### src/hw/odo_pkg.sv
// Constants shared by the odometer front end and its pin counter.
// Assumes a 125 MHz core clock and a 32-bit AXI4-Lite register bus.
package odo_pkg;
	// Clock and time base
	localparam int CLK_PERIOD_NS = 8;
	localparam int TIME_MS_NS = 1000000;
	localparam int CYCLES_PER_MS = TIME_MS_NS / CLK_PERIOD_NS;
	// Register byte offsets
	localparam logic [7:0] OFS_CTRL = 8'h00;
	localparam logic [7:0] OFS_ROLL = 8'h04;
	localparam logic [7:0] OFS_RATE = 8'h08;
	localparam logic [7:0] OFS_LAT = 8'h0c;
	localparam logic [7:0] OFS_QUANT = 8'h10;
	localparam logic [7:0] OFS_SCALE = 8'h14;
	localparam logic [7:0] OFS_HWPER = 8'h18;
	localparam logic [7:0] OFS_STAT = 8'h1c;
	localparam logic [7:0] OFS_HWCNT = 8'h20;
	localparam logic [7:0] OFS_ESTMAX = 8'h24;
	localparam logic [7:0] OFS_MEASINT = 8'h28;
	localparam logic [7:0] OFS_CLEAR = 8'h2c;
	// Control field positions
	localparam int TICK_PIN_ENABLE = 0;
	localparam int DIRECTION_POLARITY_AUTO_OFF = 1;
	localparam int DIRECTION_POLARITY_SELECT = 2;
	localparam int DUAL_EDGE_COUNT_ENABLE = 3;
	localparam int MESSAGE_SOURCE_AUTO_OFF = 4;
	localparam int REAR_WHEEL_MERGE_ENABLE = 5;
	localparam int ROLLOVER_ESTIMATE_OFF = 6;
	localparam int SPEED_INPUT_SELECT = 7;
	localparam int SPEED_AUTO_SELECT_OFF = 8;
	localparam int TIME_MARK_MODE = 9;
	localparam int CTRL_W = 10;
	// Reset values
	localparam logic [9:0] CTRL_RST = 10'h000;
	localparam logic [31:0] HWPER_RST = 32'h0000_0064;
	// Measurement data types
	localparam logic [5:0] TYPE_REAR_LEFT = 6'h08;
	localparam logic [5:0] TYPE_REAR_RIGHT = 6'h09;
	localparam logic [5:0] TYPE_TICK = 6'h0a;
	localparam logic [5:0] TYPE_SPEED = 6'h0b;
	// Message value layout: direction flag on top, magnitude below
	localparam int MEAS_DIR_BIT = 23;
	// Direction vote counter width and its midpoint
	localparam int VOTE_W = 8;
	localparam logic [7:0] VOTE_MID = 8'h80;
	// AXI responses
	localparam logic [1:0] RESP_OKAY = 2'h0;
	localparam logic [1:0] RESP_SLVERR = 2'h2;
endpackage

### src/hw/tick_pin_counter.sv
// Tick pin and direction pin counter with direction polarity handling.
// Assumes both pins are asynchronous to core_clk.
`timescale 1ns/10ps
`default_nettype none
module tick_pin_counter (
	// Clock and reset
	input wire logic core_clk,
	input wire logic sys_rst,
	// Pins
	input wire logic tickPulsePin,
	input wire logic directionPin,
	// Settings
	input wire logic tickPinEnable,
	input wire logic dualEdgeCountEnable,
	input wire logic directionPolarityAutoOff,
	input wire logic directionPolaritySelect,
	// Results
	output logic [31:0] tickCount,
	output logic forward,
	output logic polarityUsed
);
	import odo_pkg::*;

	typedef struct packed {
		logic [1:0] tickSync;
		logic [1:0] dirSync;
		logic tickPrev;
		logic [31:0] count;
		logic [VOTE_W-1:0] vote;
		logic forward;
		logic polarity;
	} cnt_s;

	cnt_s s;
	cnt_s next_s;

	// Sync, edge detect, count and direction capture
	always_comb begin
		logic edgeHit;
		logic autoPol;
		logic pol;
		edgeHit = 1'b0;
		autoPol = 1'b0;
		pol = 1'b0;
		next_s = s;
		next_s.tickSync = {s.tickSync[0], tickPulsePin};
		next_s.dirSync = {s.dirSync[0], directionPin};
		next_s.tickPrev = s.tickSync[1];
		if (dualEdgeCountEnable) begin
			edgeHit = s.tickSync[1] ^ s.tickPrev;
		end else begin
			edgeHit = s.tickSync[1] & ~s.tickPrev;
		end
		// Majority level while ticking is taken as forward
		autoPol = s.vote[VOTE_W-1];
		pol = directionPolarityAutoOff ? directionPolaritySelect : autoPol;
		next_s.polarity = pol;
		if (edgeHit && tickPinEnable) begin
			next_s.count = s.count + 32'h1;
			next_s.forward = (s.dirSync[1] == pol);
			if (s.dirSync[1] && s.vote != '1) begin
				next_s.vote = s.vote + 8'h1;
			end else if (!s.dirSync[1] && s.vote != '0) begin
				next_s.vote = s.vote - 8'h1;
			end
		end
	end

	// State register
	always_ff @(posedge core_clk) begin
		if (sys_rst) begin
			s <= '0;
			s.vote <= VOTE_MID;
			s.forward <= 1'b1;
		end else begin
			s <= next_s;
		end
	end

	assign tickCount = s.count;
	assign forward = s.forward;
	assign polarityUsed = s.polarity;
endmodule
`default_nettype wire

### src/hw/odometer_input_frontend.sv
// Odometer front end: pin ticks, message-borne ticks and speed, time tags.
// Assumes a message parser on core_clk giving start, item and end strobes.
//
// Overview of operation
// - Tick pin counts only when enabled
// - Direction polarity automatic unless manually overridden
// - Dual-edge setting counts both tick edges
// - Type 10 ticks, type 11 speed
// - Message data overrides pin unless disabled
// - Limit one estimates power-of-two rollover
// - Speed alone selects speed unless disabled
// - With ticks, speed select picks type
// - Unset sample rate measured from steady messages
// - Latency zero unless configured
// - Unset tick quantisation auto initialised
// - Unset speed accuracy auto determined; no speed accuracy setting or flag is kept here
// - Unset scale factor estimated at start
// - Merge setting uses combined rear ticks
// - Tag by first byte or time mark
// - First byte time minus latency
// - Time mark flags next message, minus latency
//
// Design decisions made here: the AXI4-Lite register port and the register addresses.
`timescale 1ns/10ps
`default_nettype none
module odometer_input_frontend #(
	parameter int MS_CYCLES = odo_pkg::CYCLES_PER_MS
) (
	// Clock and reset
	input wire logic core_clk,
	input wire logic sys_rst,
	// AXI4-Lite slave
	input wire logic [7:0] awaddr,
	input wire logic awvalid,
	output logic awready,
	input wire logic [31:0] wdata,
	input wire logic [3:0] wstrb,
	input wire logic wvalid,
	output logic wready,
	output logic [1:0] bresp,
	output logic bvalid,
	input wire logic bready,
	input wire logic [7:0] araddr,
	input wire logic arvalid,
	output logic arready,
	output logic [31:0] rdata,
	output logic [1:0] rresp,
	output logic rvalid,
	input wire logic rready,
	// Pins
	input wire logic tickPulsePin,
	input wire logic directionPin,
	input wire logic externalTimeMarkInput,
	// Measurement message parser
	input wire logic msgStart,
	input wire logic measValid,
	input wire logic [5:0] measType,
	input wire logic [23:0] measData,
	input wire logic msgEnd,
	// Odometer samples to the fusion side
	output logic odoValid,
	output logic odoIsSpeed,
	output logic odoForward,
	output logic [31:0] odoValue,
	output logic [31:0] odoTime,
	output logic quantAuto,
	output logic scaleAuto
);
	import odo_pkg::*;

	typedef struct packed {
		logic awHeld, wHeld;
		logic [7:0] awAddr;
		logic [31:0] wData;
		logic [3:0] wStrb;
		logic awready, wready, bvalid, arready, rvalid;
		logic [1:0] bresp, rresp;
		logic [31:0] rdata;
		logic [CTRL_W-1:0] ctrl;
		logic [31:0] rollLimit, sampleRate, latency, quantErr, scale, hwPeriod;
		logic [31:0] msDiv, msTime, hwMsCnt, lastHwCount;
		logic [1:0] markSync;
		logic markPrev, markArmed;
		logic [31:0] markTime, firstTime;
		logic inMsg, tickSeen, speedSeen, leftSeen, rightSeen, swSeen;
		logic [23:0] tickVal, speedVal, leftVal, rightVal;
		logic haveAbs;
		logic [31:0] prevAbs, maxSeen;
		logic haveMsg, rateLearned;
		logic [31:0] lastMsgTime, lastInterval, measInterval;
		logic odoValid, odoIsSpeed, odoForward;
		logic [31:0] odoValue, odoTime;
		logic quantAuto, scaleAuto;
	} fe_s;

	fe_s s;
	fe_s next_s;
	logic [31:0] hwCount;
	logic hwForward;
	logic hwPolarity;

	// True for every register offset in the map
	function automatic logic isMapped(input logic [7:0] a);
		return (a <= OFS_CLEAR) && (a[1:0] == 2'h0);
	endfunction

	// Byte-lane merge of a write into a register
	function automatic logic [31:0] mergeBytes(input logic [31:0] old, input logic [31:0] d, input logic [3:0] st);
		logic [31:0] r;
		r = old;
		for (int i = 0; i < 4; i++) begin
			if (st[i]) begin
				r[i*8 +: 8] = d[i*8 +: 8];
			end
		end
		return r;
	endfunction

	// Smallest power of two above a value
	function automatic logic [31:0] pow2Above(input logic [31:0] v);
		logic [31:0] m;
		m = v;
		for (int i = 1; i < 32; i = i * 2) begin
			m = m | (m >> i);
		end
		return m + 32'h1;
	endfunction

	// Pin counter
	tick_pin_counter pinCounter (
		.core_clk(core_clk),
		.sys_rst(sys_rst),
		.tickPulsePin(tickPulsePin),
		.directionPin(directionPin),
		.tickPinEnable(s.ctrl[TICK_PIN_ENABLE]),
		.dualEdgeCountEnable(s.ctrl[DUAL_EDGE_COUNT_ENABLE]),
		.directionPolarityAutoOff(s.ctrl[DIRECTION_POLARITY_AUTO_OFF]),
		.directionPolaritySelect(s.ctrl[DIRECTION_POLARITY_SELECT]),
		.tickCount(hwCount),
		.forward(hwForward),
		.polarityUsed(hwPolarity)
	);

	// Whole next-state computation
	always_comb begin
		logic msTick;
		logic markEdge;
		logic tickAny;
		logic useSpeed;
		logic hwActive;
		logic [31:0] raw;
		logic [31:0] modulus;
		logic [31:0] delta;
		logic [31:0] stamp;
		logic [31:0] interval;
		logic [31:0] rd;
		msTick = 1'b0;
		markEdge = 1'b0;
		tickAny = 1'b0;
		useSpeed = 1'b0;
		hwActive = 1'b0;
		raw = '0;
		modulus = '0;
		delta = '0;
		stamp = '0;
		interval = '0;
		rd = '0;
		next_s = s;
		next_s.odoValid = 1'b0;

		// Write address and data, taken in either order
		if (awvalid && s.awready) begin
			next_s.awHeld = 1'b1;
			next_s.awAddr = awaddr;
		end
		if (wvalid && s.wready) begin
			next_s.wHeld = 1'b1;
			next_s.wData = wdata;
			next_s.wStrb = wstrb;
		end
		if (s.awHeld && s.wHeld && !s.bvalid) begin
			unique case (s.awAddr)
				OFS_CTRL: next_s.ctrl = CTRL_W'(mergeBytes(32'(s.ctrl), s.wData, s.wStrb));
				OFS_ROLL: next_s.rollLimit = mergeBytes(s.rollLimit, s.wData, s.wStrb);
				OFS_RATE: next_s.sampleRate = mergeBytes(s.sampleRate, s.wData, s.wStrb);
				OFS_LAT: next_s.latency = mergeBytes(s.latency, s.wData, s.wStrb);
				OFS_QUANT: next_s.quantErr = mergeBytes(s.quantErr, s.wData, s.wStrb);
				OFS_SCALE: next_s.scale = mergeBytes(s.scale, s.wData, s.wStrb);
				OFS_HWPER: next_s.hwPeriod = mergeBytes(s.hwPeriod, s.wData, s.wStrb);
				OFS_CLEAR: begin
					if (s.wStrb[0] && s.wData[0]) begin
						next_s.swSeen = 1'b0;
					end
					if (s.wStrb[0] && s.wData[1]) begin
						next_s.rateLearned = 1'b0;
						next_s.haveMsg = 1'b0;
					end
				end
				default: ;
			endcase
			next_s.bresp = isMapped(s.awAddr) ? RESP_OKAY : RESP_SLVERR;
			next_s.bvalid = 1'b1;
			next_s.awHeld = 1'b0;
			next_s.wHeld = 1'b0;
		end
		if (s.bvalid && bready) begin
			next_s.bvalid = 1'b0;
		end
		next_s.awready = !next_s.awHeld && !next_s.bvalid;
		next_s.wready = !next_s.wHeld && !next_s.bvalid;

		// Read channel, one read at a time
		unique case (araddr)
			OFS_CTRL: rd = 32'(s.ctrl);
			OFS_ROLL: rd = s.rollLimit;
			OFS_RATE: rd = s.sampleRate;
			OFS_LAT: rd = s.latency;
			OFS_QUANT: rd = s.quantErr;
			OFS_SCALE: rd = s.scale;
			OFS_HWPER: rd = s.hwPeriod;
			OFS_STAT: rd = {25'h0, s.markArmed, s.rateLearned, s.scaleAuto, s.quantAuto,
				hwPolarity, s.inMsg, s.swSeen};
			OFS_HWCNT: rd = hwCount;
			OFS_ESTMAX: rd = pow2Above(s.maxSeen);
			OFS_MEASINT: rd = s.measInterval;
			default: rd = '0;
		endcase
		if (arvalid && s.arready) begin
			next_s.rdata = rd;
			next_s.rresp = isMapped(araddr) ? RESP_OKAY : RESP_SLVERR;
			next_s.rvalid = 1'b1;
			next_s.arready = 1'b0;
		end
		if (s.rvalid && rready) begin
			next_s.rvalid = 1'b0;
			next_s.arready = 1'b1;
		end

		// Millisecond time base for all time tags
		msTick = (s.msDiv == 32'(MS_CYCLES - 1));
		next_s.msDiv = msTick ? '0 : s.msDiv + 32'h1;
		if (msTick) begin
			next_s.msTime = s.msTime + 32'h1;
		end

		// Time mark pin: synchronise, catch rising edge, arm next message
		next_s.markSync = {s.markSync[0], externalTimeMarkInput};
		next_s.markPrev = s.markSync[1];
		markEdge = s.markSync[1] && !s.markPrev;
		if (markEdge) begin
			next_s.markTime = s.msTime;
			next_s.markArmed = 1'b1;
		end

		// Message collection
		if (msgStart) begin
			next_s.inMsg = 1'b1;
			next_s.firstTime = s.msTime;
			next_s.tickSeen = 1'b0;
			next_s.speedSeen = 1'b0;
			next_s.leftSeen = 1'b0;
			next_s.rightSeen = 1'b0;
		end
		if (measValid && s.inMsg) begin
			unique case (measType)
				TYPE_TICK: begin
					next_s.tickSeen = 1'b1;
					next_s.tickVal = measData;
				end
				TYPE_SPEED: begin
					next_s.speedSeen = 1'b1;
					next_s.speedVal = measData;
				end
				TYPE_REAR_LEFT: begin
					next_s.leftSeen = 1'b1;
					next_s.leftVal = measData;
				end
				TYPE_REAR_RIGHT: begin
					next_s.rightSeen = 1'b1;
					next_s.rightVal = measData;
				end
				default: ;
			endcase
		end

		// Message end: choose data, convert counts, time tag
		if (msgEnd && s.inMsg) begin
			next_s.inMsg = 1'b0;
			tickAny = s.tickSeen || (s.leftSeen && s.rightSeen);
			// Speed alone picks speed unless auto select is off; otherwise the select setting decides
			useSpeed = s.speedSeen && (s.ctrl[SPEED_INPUT_SELECT] ||
				(!tickAny && !s.ctrl[SPEED_AUTO_SELECT_OFF]));
			if (s.ctrl[REAR_WHEEL_MERGE_ENABLE] && s.leftSeen && s.rightSeen) begin
				raw = 32'(s.leftVal[MEAS_DIR_BIT-1:0]) + 32'(s.rightVal[MEAS_DIR_BIT-1:0]);
			end else begin
				raw = 32'(s.tickVal[MEAS_DIR_BIT-1:0]);
			end
			if (s.rollLimit == 32'h1 && !s.ctrl[ROLLOVER_ESTIMATE_OFF]) begin
				modulus = pow2Above(s.maxSeen);
			end else begin
				modulus = s.rollLimit;
			end
			if (s.rollLimit == '0) begin
				delta = raw;
			end else if (!s.haveAbs) begin
				delta = '0;
			end else if (raw >= s.prevAbs) begin
				delta = raw - s.prevAbs;
			end else begin
				delta = raw + modulus - s.prevAbs;
			end
			// Time mark if armed in that mode, else first byte; less latency
			if (s.ctrl[TIME_MARK_MODE] && s.markArmed) begin
				stamp = s.markTime - s.latency;
				next_s.markArmed = markEdge;
			end else begin
				stamp = s.firstTime - s.latency;
			end
			if (useSpeed || tickAny) begin
				next_s.swSeen = 1'b1;
				next_s.odoValid = 1'b1;
				next_s.odoIsSpeed = useSpeed;
				next_s.odoTime = stamp;
				if (useSpeed) begin
					next_s.odoValue = 32'(s.speedVal[MEAS_DIR_BIT-1:0]);
					next_s.odoForward = !s.speedVal[MEAS_DIR_BIT];
				end else begin
					next_s.odoValue = delta;
					next_s.odoForward = s.ctrl[REAR_WHEEL_MERGE_ENABLE] && s.leftSeen && s.rightSeen ?
						!s.leftVal[MEAS_DIR_BIT] : !s.tickVal[MEAS_DIR_BIT];
				end
			end
			if (tickAny && s.rollLimit != '0) begin
				next_s.haveAbs = 1'b1;
				next_s.prevAbs = raw;
				if (raw > s.maxSeen) begin
					next_s.maxSeen = raw;
				end
			end
			// Learn the message interval when no rate is configured
			if (s.sampleRate == '0 && (useSpeed || tickAny)) begin
				interval = s.firstTime - s.lastMsgTime;
				if (s.haveMsg && interval == s.lastInterval && interval != '0) begin
					next_s.measInterval = interval;
					next_s.rateLearned = 1'b1;
				end
				next_s.lastInterval = interval;
				next_s.lastMsgTime = s.firstTime;
				next_s.haveMsg = 1'b1;
			end
		end

		// Pin samples, dropped while message data holds priority
		hwActive = s.ctrl[TICK_PIN_ENABLE] && !(s.swSeen && !s.ctrl[MESSAGE_SOURCE_AUTO_OFF]);
		if (msTick) begin
			next_s.hwMsCnt = (s.hwMsCnt + 32'h1 >= s.hwPeriod) ? '0 : s.hwMsCnt + 32'h1;
			if (s.hwMsCnt + 32'h1 >= s.hwPeriod && hwActive && !next_s.odoValid) begin
				next_s.odoValid = 1'b1;
				next_s.odoIsSpeed = 1'b0;
				next_s.odoValue = hwCount - s.lastHwCount;
				next_s.odoForward = hwForward;
				next_s.odoTime = s.msTime - s.latency;
				next_s.lastHwCount = hwCount;
			end
		end

		// Unset settings fall back to automatic initialisation
		next_s.quantAuto = (next_s.quantErr == '0);
		next_s.scaleAuto = (next_s.scale == '0);
	end

	// State register
	always_ff @(posedge core_clk) begin
		if (sys_rst) begin
			s <= '0;
			s.ctrl <= CTRL_RST;
			s.hwPeriod <= HWPER_RST;
			s.awready <= 1'b1;
			s.wready <= 1'b1;
			s.arready <= 1'b1;
			s.odoForward <= 1'b1;
			s.quantAuto <= 1'b1;
			s.scaleAuto <= 1'b1;
		end else begin
			s <= next_s;
		end
	end

	// Outputs straight from the state register
	assign awready = s.awready;
	assign wready = s.wready;
	assign bresp = s.bresp;
	assign bvalid = s.bvalid;
	assign arready = s.arready;
	assign rdata = s.rdata;
	assign rresp = s.rresp;
	assign rvalid = s.rvalid;
	assign odoValid = s.odoValid;
	assign odoIsSpeed = s.odoIsSpeed;
	assign odoForward = s.odoForward;
	assign odoValue = s.odoValue;
	assign odoTime = s.odoTime;
	assign quantAuto = s.quantAuto;
	assign scaleAuto = s.scaleAuto;
endmodule
`default_nettype wire

### config.mk
export PLATFORM = sky130hd
export DESIGN_NAME = odometer_input_frontend
export DESIGN_NICKNAME = d
export VERILOG_FILES = /design/src/hw/odo_pkg.sv /design/src/hw/tick_pin_counter.sv /design/src/hw/odometer_input_frontend.sv
export SDC_FILE = /design/constraint.sdc
export NUM_CORES = 2
export LEC_CHECK = 0
export BUFFER_PORTS_ARGS = -buffer_cell sky130_fd_sc_hd__buf_2
export CORE_AREA = 3 3 319 321
export DETAILED_ROUTE_END_ITERATION = 6
export DIE_AREA = 0 0 322 324
export GPL_TIMING_DRIVEN = 0
export PLACE_DENSITY = 0.69
export SYNTH_ARGS = -nofsm -noshare
export SYNTH_HDL_FRONTEND = slang
export SYNTH_SLANG_ARGS = --single-unit
### constraint.sdc
create_clock -name core_clk -period 9.15 [get_ports core_clk]
set_clock_uncertainty 0.05 [all_clocks]
set_input_delay 0.915 -clock core_clk [delete_from_list [all_inputs] [get_ports core_clk]]
set_output_delay 0.915 -clock core_clk [all_outputs]
set_load 0.005 [all_outputs]
==> results.toml <==
[outcome]
status = "finished clean"

[floorplanning]
ios = 205
initial_utilization_pct = 49.6
fp-row-count = 116
die_w_um = 322
dieArea_um2 = 104000
die_y_um = 324
core_um2 = 99600

[critical_path]
cp-start-kind = "flop"
setup.worst_path.end_class = "flop"
crit_family = "simple AND/OR/NAND/NOR gates"
crit_arrival_ps = 9260
cp_num_buf_inv = 4
r2r_end = "odoValue[10]$_SDFF_PP0_"
crit_top_cell = "or4_1"
reg2reg_depth = 27
cpMaxStageDelayCell = "a221oi_1"
cp.required_ps = 9680
slowest_delay_ps = 650
cp_max_fo = 10
reg2reg_slack_ps = 420
path_class = "reg2reg"
reg2reg_from = "s[190]$_SDFFE_PP0P_"

[drt]
avgRoutedWirePerCell_um = 25.3
drt_iter0_markers = 5718
wl_mm = 200
antenna_left = 0
drt_pre_antenna_iters = 7
vias = 49023
vias_per_cell = 6.20
drc_errors = 0

[placement]
post-place-ws_ps = 557
place_congestion = 1.08
place_hpwl_mm = 157
numPortBuffers = 199

[sta]
hold_violations = 0
report.final.setup_viol = 0
timing.fmax_mhz = 115
rsz0062_at_grt = "false"
worst_hold_slack_ps = 378
setup_tns_ps = 0
fin_crit_sh_pct = 95.4
setup_ws_ps = 418
tightest_slew_ps = 1480
min_period_ps = 8730
slew_headroom_pct = 1.52
drv_slew = 0

[power]
max-vdd-ir-drop_mv = 0.151
p_total_mw = 8.29
p_leak_nw = 22.7
powerDensity_nw_per_um2 = 150

[clocking]
insertion_delay_ps = 700
numCtsBuffers = 95
htreeDepth = 3
clock_sinks = 847
clkTransAtPathRegs_ps = 60
cts-root-buf = "clkbuf_16"
tritoncts = "done"
holdBufCountCts = 0
clk_path_buf_depth = 3

[yosys]
synthCells = 6228
syn_area_per_cell_um2 = 7.92
yosys_register_bits = 847
synth_area_um2 = 49400
synth-edff-count = 0
synth_ff_type = "dfxtp_1"
yosysWarnings = 0
async_reset_ff_share_pct = 0
ys_seq_area_share_pct = 34.4
synth.distinct_cells = 91

[grt]
track_usage_pct = 37.2
antenna_found_initial = 10
grt_pass1_wl_mm = 291
grt_max_degree = 14
grt_pass1_vias = 45053
globalRouteOverflowTotal = 0

[worst_hold_path]
hp-class = "in2reg"
holdPathStages = 2
min_delay_worst_endpoint = "pinCounter.next_s[44]$_SDFF_PP0_"
hold_start = "directionPin"

[finish]
nNetsFinal = 6925
multi_input_area_um2 = 29400
drive_gt1_share_pct = 8.75
area_delta_synth_final_pct = 12.4
fillers = 9567
register_area_um2 = 17000

[job]
cap_violations = 0
-- flip-flops by register name (all words and copies together) (netlist names), 2 cells and up --
signal / cells
rdata: 32
s: 690
pinCounter.next_s: 3
next_s: 2
pinCounter.tickCount: 32
odoValue: 32
pinCounter.s: 10
odoTime: 32
-- per-layer routing --
| metal | up-vias | global-route usage, % | share of wire (%) |
|---|---|---|---|
| met1 | 23443 | 47.5 | 40 |
| met3 | 630 | 9.02 | 11 |
| met2 | 2520 | 56.8 | 43 |
| met5 | - | 0 | 0.037 |
| met4 | 12 | 22.8 | 6.9 |
| li1 | 22418 | - | - |
-- how the worst max path moves through the flow --
stage,cells after the start,endpoint,start,slack (ps)
after floorplan,29,odoValue[30]$_SDFF_PP0_,s[190]$_SDFFE_PP0P_,2160
after global placement,28,odoValue[29]$_SDFF_PP0_,s[190]$_SDFFE_PP0P_,510
after detailed placement,28,odoValue[29]$_SDFF_PP0_,s[190]$_SDFFE_PP0P_,560
after CTS,28,odoValue[29]$_SDFF_PP0_,s[190]$_SDFFE_PP0P_,480
after global routing,27,odoValue[10]$_SDFF_PP0_,s[190]$_SDFFE_PP0P_,60
final,27,odoValue[10]$_SDFF_PP0_,s[190]$_SDFFE_PP0P_,420
-- cell type report --
class                   count  share of cell area [%]
diodes                      6                  0.0271
plain buffers             455                    3.83
clock buffers             130                    4.94
clock inverters            46                    1.19
inverters                 250                    1.69
multi-input cells        4677                    52.9
flip-flops and latches    847                    30.6
well taps                1298                    2.93
repair buffers            202                    1.89
-- where the power goes --
group / switching [mW] / internal, mW / total [mW]
Clock: 1.70 / 2.50 / 4.20
Combinational: 0.278 / 0.0874 / 0.365
Sequential: 0.0211 / 3.71 / 3.73
-- metrics by stage --
step | util, % | area (µm²) | std cells
4_1_cts | 55.7 | 55400 | 7904
3_3_place_gp | 52.2 | 52000 | 7726
3_5_place_dp | 52.2 | 52000 | 7728
2_1_floorplan | - | 49400 | 6229
6_report | 55.7 | 55500 | 7911
5_1_grt | 55.7 | 55500 | 7905
-- cell families (layout without fill, tap and decap cells) --
logic type / count (synthesis) / count (layout) / synth area share [%]
DFF: 847 / 847 / 34.4
xor gates and xnor gates: 319 / 319 / 5.87
buffers and inverters: 705 / 1083 / 6.19
muxes: 242 / 242 / 5.00
other: 1 / 8 / 0.00760
adders and majority gates: 302 / 302 / 8.13
AOI/OAI and AO/OA: 1538 / 1538 / 19.9
and+or+nand+nor: 2274 / 2274 / 20.6
-- layout by cell type, fill, tap and decap left out, types with 20 or more instances in the layout --
cell type    n
buf_2      209
nand4_1     70
o21bai_1    22
a21o_1     114
a31oi_1     42
a31o_1      20
or4_1       20
nor2b_1     42
clkinv_2    22
ha_1       271
a221oi_1    59
mux2_2      38
o21ai_0    199
buf_1       27
buf_4      101
a211oi_1    66
nor4_1      57
a22o_1      54
dfxtp_1    847
a22oi_1     66
inv_1      248
or3_1       36
xor2_1     150
clkbuf_1   326
nand2_1    968
o21a_1      32
mux2i_1    204
nor2_1     571
nand3_1    212
clkbuf_16   97
a21oi_1    649
nand2b_1    35
fa_1        31
nor3_1      96
xnor2_1    162
and3_1      57
and2_1      33
o211ai_1    28
-- cell usage after synthesis (22+ instances only) --
cell	count	share of area (%)
a211oi_1	66	1.0
a21o_1	114	1.7
a21oi_1	649	6.6
a221oi_1	59	1.0
a22o_1	54	0.96
a22oi_1	66	1.0
a31oi_1	43	0.55
and2_1	33	0.42
and3_1	57	0.72
buf_1	27	0.21
buf_4	100	1.5
clkbuf_1	315	2.4
dfxtp_1	847	34
fa_1	31	1.3
ha_1	271	6.9
inv_1	248	1.9
mux2_2	38	0.87
mux2i_1	204	4.1
nand2_1	968	7.4
nand2b_1	35	0.44
nand3_1	212	2.1
nand4_1	70	0.89
nor2_1	571	4.3
nor2b_1	42	0.53
nor3_1	96	0.97
nor4_1	57	0.72
o211ai_1	28	0.43
o21a_1	32	0.49
o21ai_0	199	2.0
o21bai_1	22	0.33
or3_1	36	0.46
xnor2_1	162	2.9
xor2_1	150	2.7
-- what timing repair did --
action	4_1_cts	5_1_grt
hold endpoints to repair	0	0
endpoints found under the setup margin	0	6
buffers inserted	0	0
gates resized for setup	0	3
Power figures use the tool's default switching activity.
